`config.mk`:
```
export PLATFORM = sky130hd
export DESIGN_NAME = netset_top
export DESIGN_NICKNAME = d
export VERILOG_FILES = /design/src/logic/netset_pkg.sv /design/src/logic/netset_top.sv
export SDC_FILE = /design/constraint.sdc
export NUM_CORES = 1
export LEC_CHECK = 0
export ABC_CLOCK_PERIOD_IN_PS = 4400
export BUFFER_PORTS_ARGS = -buffer_cell sky130_fd_sc_hd__buf_2
export CAP_MARGIN = 20
export CORE_UTILIZATION = 50
export CTS_BUF_LIST = sky130_fd_sc_hd__clkbuf_8
export DETAILED_ROUTE_END_ITERATION = 7
export PLACE_DENSITY = 0.66
export REMOVE_ABC_BUFFERS = 1
export SYNTH_ARGS = -nofsm -noshare
export SYNTH_HDL_FRONTEND = slang
export SYNTH_SLANG_ARGS = --single-unit
```
`constraint.sdc`:
```
create_clock -name MCLK_IN -period 4.4 [get_ports MCLK_IN]
set_input_delay 0.66 -clock MCLK_IN [delete_from_list [all_inputs] [get_ports MCLK_IN]]
set_output_delay 0.66 -clock MCLK_IN [all_outputs]
set_load 0.05 [all_outputs]
```
`src/logic/netset_pkg.sv`:
```
// Shared constants and types for the push-button network setup block
`default_nettype none
package netset_pkg;
  // Clock and time base
  localparam int CLK_HZ      = 25_000_000;
  localparam int TICK_MS     = 100;
  localparam int TICK_CYC    = CLK_HZ / 1000 * TICK_MS;
  localparam int FAST_MS     = 100;
  localparam int SLOW_MS     = 500;
  localparam int GAP_MS      = 1000;
  localparam int PAUSE_MS    = 1000;
  localparam int TIMEOUT_MS  = 60000;
  localparam logic [3:0] FAST_TICKS = 4'(FAST_MS / TICK_MS);
  localparam logic [3:0] SLOW_TICKS = 4'(SLOW_MS / TICK_MS);
  localparam logic [3:0] SEC_TICKS  = 4'(GAP_MS / TICK_MS);
  localparam logic [3:0] PAUSE_TICKS = 4'(PAUSE_MS / TICK_MS);
  localparam logic [9:0] TIMEOUT_TICKS = 10'(TIMEOUT_MS / TICK_MS);

  // Press-count commands
  localparam logic [2:0] PRESS_READOUT = 3'h3;
  localparam logic [2:0] PRESS_CHANGE  = 3'h5;

  // Step limits
  localparam logic [7:0] TENS_MAX  = 8'h0C;
  localparam logic [7:0] UNITS_MAX = 8'h09;
  localparam logic [7:0] TEN       = 8'h0A;

  // Fieldbus kinds and their highest baud index
  localparam logic [2:0] BUS_PROP   = 3'h0;
  localparam logic [2:0] BUS_MODBUS = 3'h1;
  localparam logic [2:0] BUS_PROFI  = 3'h2;
  localparam logic [2:0] BUS_CAN    = 3'h3;
  localparam logic [2:0] BUS_DNET   = 3'h4;
  localparam logic [2:0] BUS_ETH    = 3'h5;
  localparam logic [7:0] BAUD_MAX_PROP   = 8'h02;
  localparam logic [7:0] BAUD_MAX_MODBUS = 8'h08;
  localparam logic [7:0] BAUD_MAX_PROFI  = 8'h0A;
  localparam logic [7:0] BAUD_MAX_CAN    = 8'h08;
  localparam logic [7:0] BAUD_MAX_DNET   = 8'h03;
  localparam logic [7:0] BAUD_MAX_ETH    = 8'h01;

  // Register map
  localparam logic [7:0] CFG_OFF  = 8'h00;
  localparam logic [7:0] STAT_OFF = 8'h04;
  localparam int CFG_NODE_LSB = 0;
  localparam int CFG_BAUD_LSB = 8;
  localparam int CFG_BUS_LSB  = 12;
  localparam int STAT_STATE_LSB = 0;
  localparam int STAT_PHASE_LSB = 4;
  localparam int STAT_BTN_LSB   = 6;
  localparam int STAT_PCNT_LSB  = 8;
  localparam logic [7:0] NODE_RST = 8'h03;
  localparam logic [3:0] BAUD_RST = 4'h1;
  localparam logic [2:0] BUS_RST  = 3'h1;

  typedef enum logic [3:0] {
    ST_IDLE = 4'h1,
    ST_SHOW = 4'h2,
    ST_WAIT = 4'h4,
    ST_HOLD = 4'h8
  } state_t;

  typedef struct packed {
    logic [2:0] bus;
    logic [3:0] baud;
    logic [7:0] node;
  } cfg_t;

  typedef struct packed {
    state_t      state;
    logic [2:0]  sync;
    logic        btn;
    logic [21:0] div;
    logic        tick;
    logic [2:0]  pcnt;
    logic [3:0]  gap;
    logic [3:0]  hold;
    logic [9:0]  idle;
    logic [3:0]  tcnt;
    logic        led_on;
    logic [1:0]  phase;
    logic [7:0]  cnt;
    logic [3:0]  sel_t;
    logic [3:0]  sel_u;
    cfg_t        cfg;
    logic [31:0] prdata;
  } st_t;

  function automatic logic [7:0] baud_max(input logic [2:0] bus);
    case (bus)
      BUS_PROP:   baud_max = BAUD_MAX_PROP;
      BUS_MODBUS: baud_max = BAUD_MAX_MODBUS;
      BUS_PROFI:  baud_max = BAUD_MAX_PROFI;
      BUS_CAN:    baud_max = BAUD_MAX_CAN;
      BUS_DNET:   baud_max = BAUD_MAX_DNET;
      default:    baud_max = BAUD_MAX_ETH;
    endcase
  endfunction
endpackage
`default_nettype wire

```
`src/logic/netset_top.sv`:
```
// One-button, two-LED node address and baud index readout and change
//
// The APB register port and the placing of the registers are this design's own decisions.
`default_nettype none
module netset_top #(
  parameter int TICK_CYCLES = netset_pkg::TICK_CYC
) (
  input  wire logic        MCLK_IN,
  input  wire logic        RESET_N_IN,
  input  wire logic        BUTTON_IN,
  input  wire logic        PSEL_IN,
  input  wire logic        PENABLE_IN,
  input  wire logic        PWRITE_IN,
  input  wire logic [7:0]  PADDR_IN,
  input  wire logic [31:0] PWDATA_IN,
  output logic [31:0]      PRDATA_OUT,
  output logic             PREADY_OUT,
  output logic             PSLVERR_OUT,
  output logic             LED_GREEN_OUT,
  output logic             LED_RED_OUT
);
  netset_pkg::st_t s_r;
  netset_pkg::st_t s_nxt;
  logic            press;
  logic            release_ev;
  logic            btn_new;
  logic            dec_fire;
  logic            short_hold;
  logic            hit_cfg;
  logic            hit_stat;
  logic [7:0]      step_max;
  logic [3:0]      pick;

  function automatic logic [7:0] tens_of(input logic [7:0] v);
    tens_of = v / netset_pkg::TEN;
  endfunction

  function automatic logic [7:0] units_of(input logic [7:0] v);
    units_of = v % netset_pkg::TEN;
  endfunction

  // Change counts once the second and third stage agree
  assign btn_new    = (s_r.sync[1] == s_r.sync[2]) ? s_r.sync[2] : s_r.btn;
  assign press      = btn_new & ~s_r.btn;
  assign release_ev = ~btn_new & s_r.btn;
  assign short_hold = s_r.hold < netset_pkg::SEC_TICKS;
  assign dec_fire   = (s_r.state == netset_pkg::ST_IDLE) && s_r.tick &&
                      !s_r.btn && s_r.pcnt != 3'h0 &&
                      s_r.gap >= netset_pkg::SEC_TICKS;
  assign hit_cfg    = PADDR_IN == netset_pkg::CFG_OFF;
  assign hit_stat   = PADDR_IN == netset_pkg::STAT_OFF;
  assign pick       = short_hold ? 4'h0 : s_r.cnt[3:0];

  always_comb
  begin
    unique case (s_r.phase)
      2'h0:    step_max = netset_pkg::TENS_MAX;
      2'h1:    step_max = netset_pkg::UNITS_MAX;
      default: step_max = netset_pkg::baud_max(s_r.cfg.bus);
    endcase
  end

  always_comb
  begin
    s_nxt      = s_r;
    s_nxt.sync = {s_r.sync[1:0], BUTTON_IN};
    s_nxt.btn  = btn_new;
    s_nxt.tick = 1'b0;
    if (s_r.div == 22'(TICK_CYCLES - 1))
    begin
      s_nxt.div  = 22'h000000;
      s_nxt.tick = 1'b1;
    end
    else
      s_nxt.div = s_r.div + 22'h000001;
    // Hold time in ticks, saturating so a long hold never wraps short
    if (press)
      s_nxt.hold = 4'h0;
    else if (s_r.btn && s_r.tick && short_hold)
      s_nxt.hold = s_r.hold + 4'h1;

    unique case (s_r.state)
      netset_pkg::ST_IDLE:
      begin
        s_nxt.led_on = 1'b0;
        if (press)
          s_nxt.gap = 4'h0;
        if (release_ev)
        begin
          s_nxt.gap = 4'h0;
          // A long hold belongs to other switch functions
          if (short_hold && s_r.pcnt != 3'h7)
            s_nxt.pcnt = s_r.pcnt + 3'h1;
          else if (!short_hold)
            s_nxt.pcnt = 3'h0;
        end
        else if (!s_r.btn && s_r.tick && s_r.pcnt != 3'h0)
          s_nxt.gap = s_r.gap + 4'h1;
        if (dec_fire)
        begin
          s_nxt.pcnt  = 3'h0;
          s_nxt.phase = 2'h0;
          if (s_r.pcnt == netset_pkg::PRESS_READOUT)
          begin
            s_nxt.state = netset_pkg::ST_SHOW;
            s_nxt.cnt   = tens_of(s_r.cfg.node);
            s_nxt.tcnt  = netset_pkg::PAUSE_TICKS - 4'h1;
          end
          else if (s_r.pcnt == netset_pkg::PRESS_CHANGE &&
                   s_r.cfg.bus != netset_pkg::BUS_ETH)
          begin
            s_nxt.state  = netset_pkg::ST_WAIT;
            s_nxt.idle   = 10'h000;
            s_nxt.tcnt   = netset_pkg::FAST_TICKS - 4'h1;
            s_nxt.led_on = 1'b1;
          end
        end
      end
      netset_pkg::ST_SHOW:
      begin
        if (s_r.tick)
        begin
          if (s_r.tcnt != 4'h0)
            s_nxt.tcnt = s_r.tcnt - 4'h1;
          else if (s_r.led_on)
          begin
            s_nxt.led_on = 1'b0;
            s_nxt.cnt    = s_r.cnt - 8'h01;
            s_nxt.tcnt   = netset_pkg::SLOW_TICKS - 4'h1;
          end
          else if (s_r.cnt != 8'h00)
          begin
            s_nxt.led_on = 1'b1;
            s_nxt.tcnt   = netset_pkg::SLOW_TICKS - 4'h1;
          end
          else if (s_r.phase == 2'h2)
            s_nxt.state = netset_pkg::ST_IDLE;
          else
          begin
            // Pause between steps keeps the digits apart for the eye
            s_nxt.phase = s_r.phase + 2'h1;
            s_nxt.tcnt  = netset_pkg::PAUSE_TICKS - 4'h1;
            s_nxt.cnt   = (s_r.phase == 2'h0) ?
                          units_of(s_r.cfg.node) :
                          {4'h0, s_r.cfg.baud};
          end
        end
      end
      netset_pkg::ST_WAIT:
      begin
        if (press)
        begin
          s_nxt.state  = netset_pkg::ST_HOLD;
          s_nxt.cnt    = 8'h00;
          s_nxt.led_on = 1'b0;
          s_nxt.tcnt   = netset_pkg::SLOW_TICKS - 4'h1;
        end
        else if (s_r.tick)
        begin
          s_nxt.idle = s_r.idle + 10'h001;
          if (s_r.idle == netset_pkg::TIMEOUT_TICKS - 10'h001)
            s_nxt.state = netset_pkg::ST_IDLE;
          if (s_r.tcnt != 4'h0)
            s_nxt.tcnt = s_r.tcnt - 4'h1;
          else
          begin
            s_nxt.led_on = ~s_r.led_on;
            s_nxt.tcnt   = netset_pkg::FAST_TICKS - 4'h1;
          end
        end
      end
      netset_pkg::ST_HOLD:
      begin
        if (release_ev)
        begin
          s_nxt.phase  = s_r.phase + 2'h1;
          s_nxt.state  = netset_pkg::ST_WAIT;
          s_nxt.idle   = 10'h000;
          s_nxt.led_on = 1'b1;
          s_nxt.tcnt   = netset_pkg::FAST_TICKS - 4'h1;
          unique case (s_r.phase)
            2'h0: s_nxt.sel_t = pick;
            2'h1: s_nxt.sel_u = pick;
            default:
            begin
              s_nxt.state     = netset_pkg::ST_IDLE;
              s_nxt.phase     = 2'h0;
              s_nxt.cfg.node  = 8'(s_r.sel_t * netset_pkg::TEN) +
                                {4'h0, s_r.sel_u};
              s_nxt.cfg.baud  = pick;
            end
          endcase
        end
        else if (s_r.tick)
        begin
          if (s_r.tcnt != 4'h0)
            s_nxt.tcnt = s_r.tcnt - 4'h1;
          else
          begin
            s_nxt.led_on = ~s_r.led_on;
            s_nxt.tcnt   = netset_pkg::SLOW_TICKS - 4'h1;
            if (!s_r.led_on)
              s_nxt.cnt = (s_r.cnt >= step_max) ? 8'h01 :
                          s_r.cnt + 8'h01;
          end
        end
      end
    endcase

    // Register access; a menu commit in the same cycle wins
    if (PSEL_IN && PENABLE_IN && PWRITE_IN && hit_cfg &&
        !(s_r.state == netset_pkg::ST_HOLD && release_ev &&
          s_r.phase == 2'h2))
    begin
      s_nxt.cfg.node = PWDATA_IN[netset_pkg::CFG_NODE_LSB +: 8];
      s_nxt.cfg.baud = PWDATA_IN[netset_pkg::CFG_BAUD_LSB +: 4];
      s_nxt.cfg.bus  = PWDATA_IN[netset_pkg::CFG_BUS_LSB +: 3];
    end
    if (PSEL_IN && !PENABLE_IN)
    begin
      s_nxt.prdata = 32'h00000000;
      if (hit_cfg)
      begin
        s_nxt.prdata[netset_pkg::CFG_NODE_LSB +: 8] = s_r.cfg.node;
        s_nxt.prdata[netset_pkg::CFG_BAUD_LSB +: 4] = s_r.cfg.baud;
        s_nxt.prdata[netset_pkg::CFG_BUS_LSB +: 3]  = s_r.cfg.bus;
      end
      else if (hit_stat)
      begin
        s_nxt.prdata[netset_pkg::STAT_STATE_LSB +: 4] = s_r.state;
        s_nxt.prdata[netset_pkg::STAT_PHASE_LSB +: 2] = s_r.phase;
        s_nxt.prdata[netset_pkg::STAT_BTN_LSB]        = s_r.btn;
        s_nxt.prdata[netset_pkg::STAT_PCNT_LSB +: 3]  = s_r.pcnt;
      end
    end
  end

  always_ff @(posedge MCLK_IN or negedge RESET_N_IN)
  begin
    if (!RESET_N_IN)
    begin
      s_r          <= '0;
      s_r.state    <= netset_pkg::ST_IDLE;
      s_r.cfg.node <= netset_pkg::NODE_RST;
      s_r.cfg.baud <= netset_pkg::BAUD_RST;
      s_r.cfg.bus  <= netset_pkg::BUS_RST;
    end
    else
      s_r <= s_nxt;
  end

  assign PRDATA_OUT    = s_r.prdata;
  assign PREADY_OUT    = PSEL_IN & PENABLE_IN;
  assign PSLVERR_OUT   = PSEL_IN & PENABLE_IN & ~(hit_cfg | hit_stat);
  assign LED_GREEN_OUT = s_r.led_on && s_r.state != netset_pkg::ST_IDLE &&
                         s_r.phase != 2'h1;
  assign LED_RED_OUT   = s_r.led_on && s_r.state != netset_pkg::ST_IDLE &&
                         s_r.phase != 2'h0;
endmodule
`default_nettype wire

```
==> impl_metrics.json <==
{
  "status": "completed",
  "start_kind": "flip-flop",
  "diodes": 0,
  "hold_depth": 0,
  "grt_max_degree": 70,
  "antenna_found_initial": 0,
  "cts_buffers": 9,
  "r2r_end": "s_r[56]",
  "h-tree-depth": 3,
  "nets": 908,
  "finalSetupViolations": 0,
  "synth_seq_cells": 105,
  "maxCapViolCount": 0,
  "route.detailed.drc": 0,
  "netlist_top_cells_count": "100 x dfrtp_1, 81 x nor2_1, 76 x nand2_1, 59 x a21oi_1, 54 x o21ai_0",
  "drt-vias-per-instance": 5.88,
  "clock_latency_ns": 0.39,
  "path_common_cell": "a31oi_1",
  "post-cts-setup-buffers": 0,
  "antenna_left": 0,
  "rows": 42,
  "overflow": 0,
  "power_density_mw_per_mm2": 501,
  "yosysMostFrequentCell": "dfrtp_1",
  "critical-path-max-stage-delay_ns": 0.63,
  "path_cells": "inv_1 -> ha_1 -> and2b_1 -> o21bai_1 -> a31oi_1 -> a32oi_1 -> o2111ai_1 -> a311o_1 -> or3_1 -> a31oi_1 -> o221ai_1",
  "syn-cell-area_sq_mm": 0.00699,
  "cts_hold_buf": 0,
  "place_hpwl_mm": 11.8,
  "dr.pass1.iters": 4,
  "synth_area_leaders": "dfrtp_1 36%, ha_1 6.1%, nor2_1 4.4%",
  "ys_types": 77,
  "worst_pin_slew_ns": 0.965,
  "cts_buffer_depth": 2,
  "grt_pass1_wl_mm": 27.2,
  "async_flop_share_pct": 100,
  "vias": 5925,
  "critical_path_arrival_ns": 3.80,
  "cts_num_sinks": 105,
  "placed_cells": 991,
  "holdPathEnd": "s_nxt[117]",
  "design_area_sq_mm": 0.00735,
  "skew_ns": 0.0142,
  "fin_cells": 1007,
  "crit_path_end_kind": "flip-flop",
  "cpMaxStageDelayCell": "dfrtp_1",
  "grt_pass1_vias": 5438,
  "relSlewSlack_pct": 35.7,
  "place.gp.congestion": 0.901,
  "power_leakage_nw": 3.44,
  "syn_to_final_growth_pct": 5.25,
  "worst-path-max-fanout": 11,
  "routed_wl_mm": 16.3,
  "dieWidth_um": 120,
  "synth_flop_cell": "dfrtp_1",
  "start_util_pct": 51.9,
  "final.setup.tns_ns": 0,
  "rrSetupSlack_ns": 0.85,
  "track_usage_pct": 23.8,
  "timing.rr.start": "s_r[38]",
  "clk_pin_slew_worst_paths_ns": 0.10,
  "worst_r2r_path_depth": 11,
  "synth_seq_area_share_pct": 37.7,
  "synth_area_leader_cell": "dfrtp_1",
  "max-vdd-ir-drop_v": 0.000252,
  "cts_root_buffer": "clkbuf_8",
  "slew_violations": 0,
  "cts_tree": "built",
  "cts_resized": 0,
  "synth_top_area_share_pct": 35.8,
  "total_power_w": 0.00368,
  "fin_crit_ns": 3.55,
  "layout-drive-gt1-share_pct": 11.8,
  "hold_viol": 0,
  "io_pins": 82,
  "drt-initial-drc-count": 412,
  "critical_path_class": "reg2reg",
  "coreArea_sq_mm": 0.0135,
  "die_h_um": 120,
  "ys_warn_count": 0,
  "required_ns": 4.65,
  "place_area_sq_mm": 0.00718,
  "die_area_sq_mm": 0.0145,
  "io_buffers": 47,
  "max_freq_mhz": 282,
  "rsz0062_at_grt": "no",
  "min_from": "s_nxt[116]",
  "avgSynthCellArea_sq_um": 8.61,
  "synth_edf_count": 0,
  "finalCritPeriodShare_pct": 80.7,
  "hold_path.class": "reg2reg",
  "netlist_instances": 812,
  "detail_route.wl_per_cell_um": 16.2
}
-- layer usage --
metal | share of wire (%) | track usage (%) | wire length, um | up-vias
li1 | - | - | - | 2886
met5 | 0 | 0 | 0 | -
met2 | 45 | 36.8 | 7350 | 169
met4 | 1.3 | 6.48 | 207 | 0
met1 | 48 | 34.2 | 7840 | 2855
met3 | 5.4 | 4.39 | 884 | 15
-- report_power, final --
group / internal, W / switching, W / total (W)
Clock: 0.000225 / 0.000351 / 0.000576
Combinational: 0.000697 / 0.00108 / 0.00178
Sequential: 0.00109 / 0.000244 / 0.00133
-- sequential cells by signal, summed over array words and instances (netlist names) --
register and cells:
s_r 88, PRDATA_OUT 15, s_nxt 2
-- worst max-delay path by stage --
stage | start | end | slack [ns] | cells after the start
final | s_r[38] | s_r[56] | 0.85 | 11
after global routing | s_r[38] | s_r[56] | 0.63 | 10
after CTS | s_r[38] | s_r[58] | 0.86 | 10
after detailed placement | s_r[38] | s_r[58] | 0.89 | 10
after global placement | s_r[38] | s_r[58] | 0.99 | 10
after floorplan | s_r[38] | s_r[56] | 1.37 | 11
-- layout make-up --
type,count,area (sq um)
Multi-Input combinational cell,623,3900
Sequential cell,105,2630
Clock inverter,6,41.3
Fill cell,1285,6100
Tap cell,176,220
Timing Repair Buffer,57,313
Inverter,30,113
Clock buffer,10,138
-- worst max-delay path: cells and delay by family (launching register included) --
kind / cells / cell delay (ns)
adder cells (fa/ha/maj): 1 / 0.40
AO/OA/AOI/OAI: 7 / 1.67
buffers and inverters: 1 / 0.18
AND/OR/NAND/NOR: 2 / 0.53
flip-flops: 1 / 0.63
-- kinds of logic (layout without fill, tap and decap cells) --
logic type | count (synthesis) | after routing | share of synthesized area [%]
flops | 105 | 105 | 37.7
fa+ha+maj | 36 | 36 | 6.66
buf+inv | 100 | 103 | 7.41
simple gates | 303 | 303 | 21.6
other cells | 1 | 17 | 0.0537
xor+xnor | 30 | 30 | 3.76
compound gates | 214 | 214 | 19.4
mux | 23 | 23 | 3.40
-- placed cells by master (no fill, tap or decap), types with 4 or more instances in the layout --
| cell type | instances |
|---|---|
| buf_4 | 11 |
| mux2_2 | 6 |
| nor3_1 | 21 |
| mux2i_1 | 17 |
| clkbuf_8 | 10 |
| nand2_1 | 76 |
| nand3_1 | 34 |
| nand2b_1 | 9 |
| o31ai_1 | 16 |
| dfrtp_1 | 100 |
| nor2b_1 | 6 |
| a22o_1 | 8 |
| and3_1 | 14 |
| o211ai_1 | 7 |
| a21oi_1 | 59 |
| conb_1 | 17 |
| o22ai_1 | 5 |
| ha_1 | 34 |
| inv_1 | 32 |
| xnor2_1 | 12 |
| o21ai_0 | 54 |
| nor4_1 | 4 |
| xor2_1 | 18 |
| buf_2 | 46 |
| a211oi_1 | 5 |
| nand4_1 | 9 |
| or3_1 | 15 |
| a31oi_1 | 12 |
| nor2_1 | 81 |
| or2_2 | 5 |
| a21o_1 | 11 |
| and2_1 | 5 |
| o21bai_1 | 5 |
| dfstp_2 | 5 |
-- through the flow --
stage / util [%] / worst slack [ns] / hold slack [ns]
4_1_cts: 54.7 / 0.859 / 0.341
3_5_place_dp: 53.3 / 0.894 / 0.340
2_1_floorplan: - / 1.37 / 0.331
3_3_place_gp: 53.3 / 0.989 / 0.336
5_1_grt: 54.7 / 0.627 / 0.345
6_report: 54.7 / 0.851 / 0.367
(Power assumes the default switching activity.)
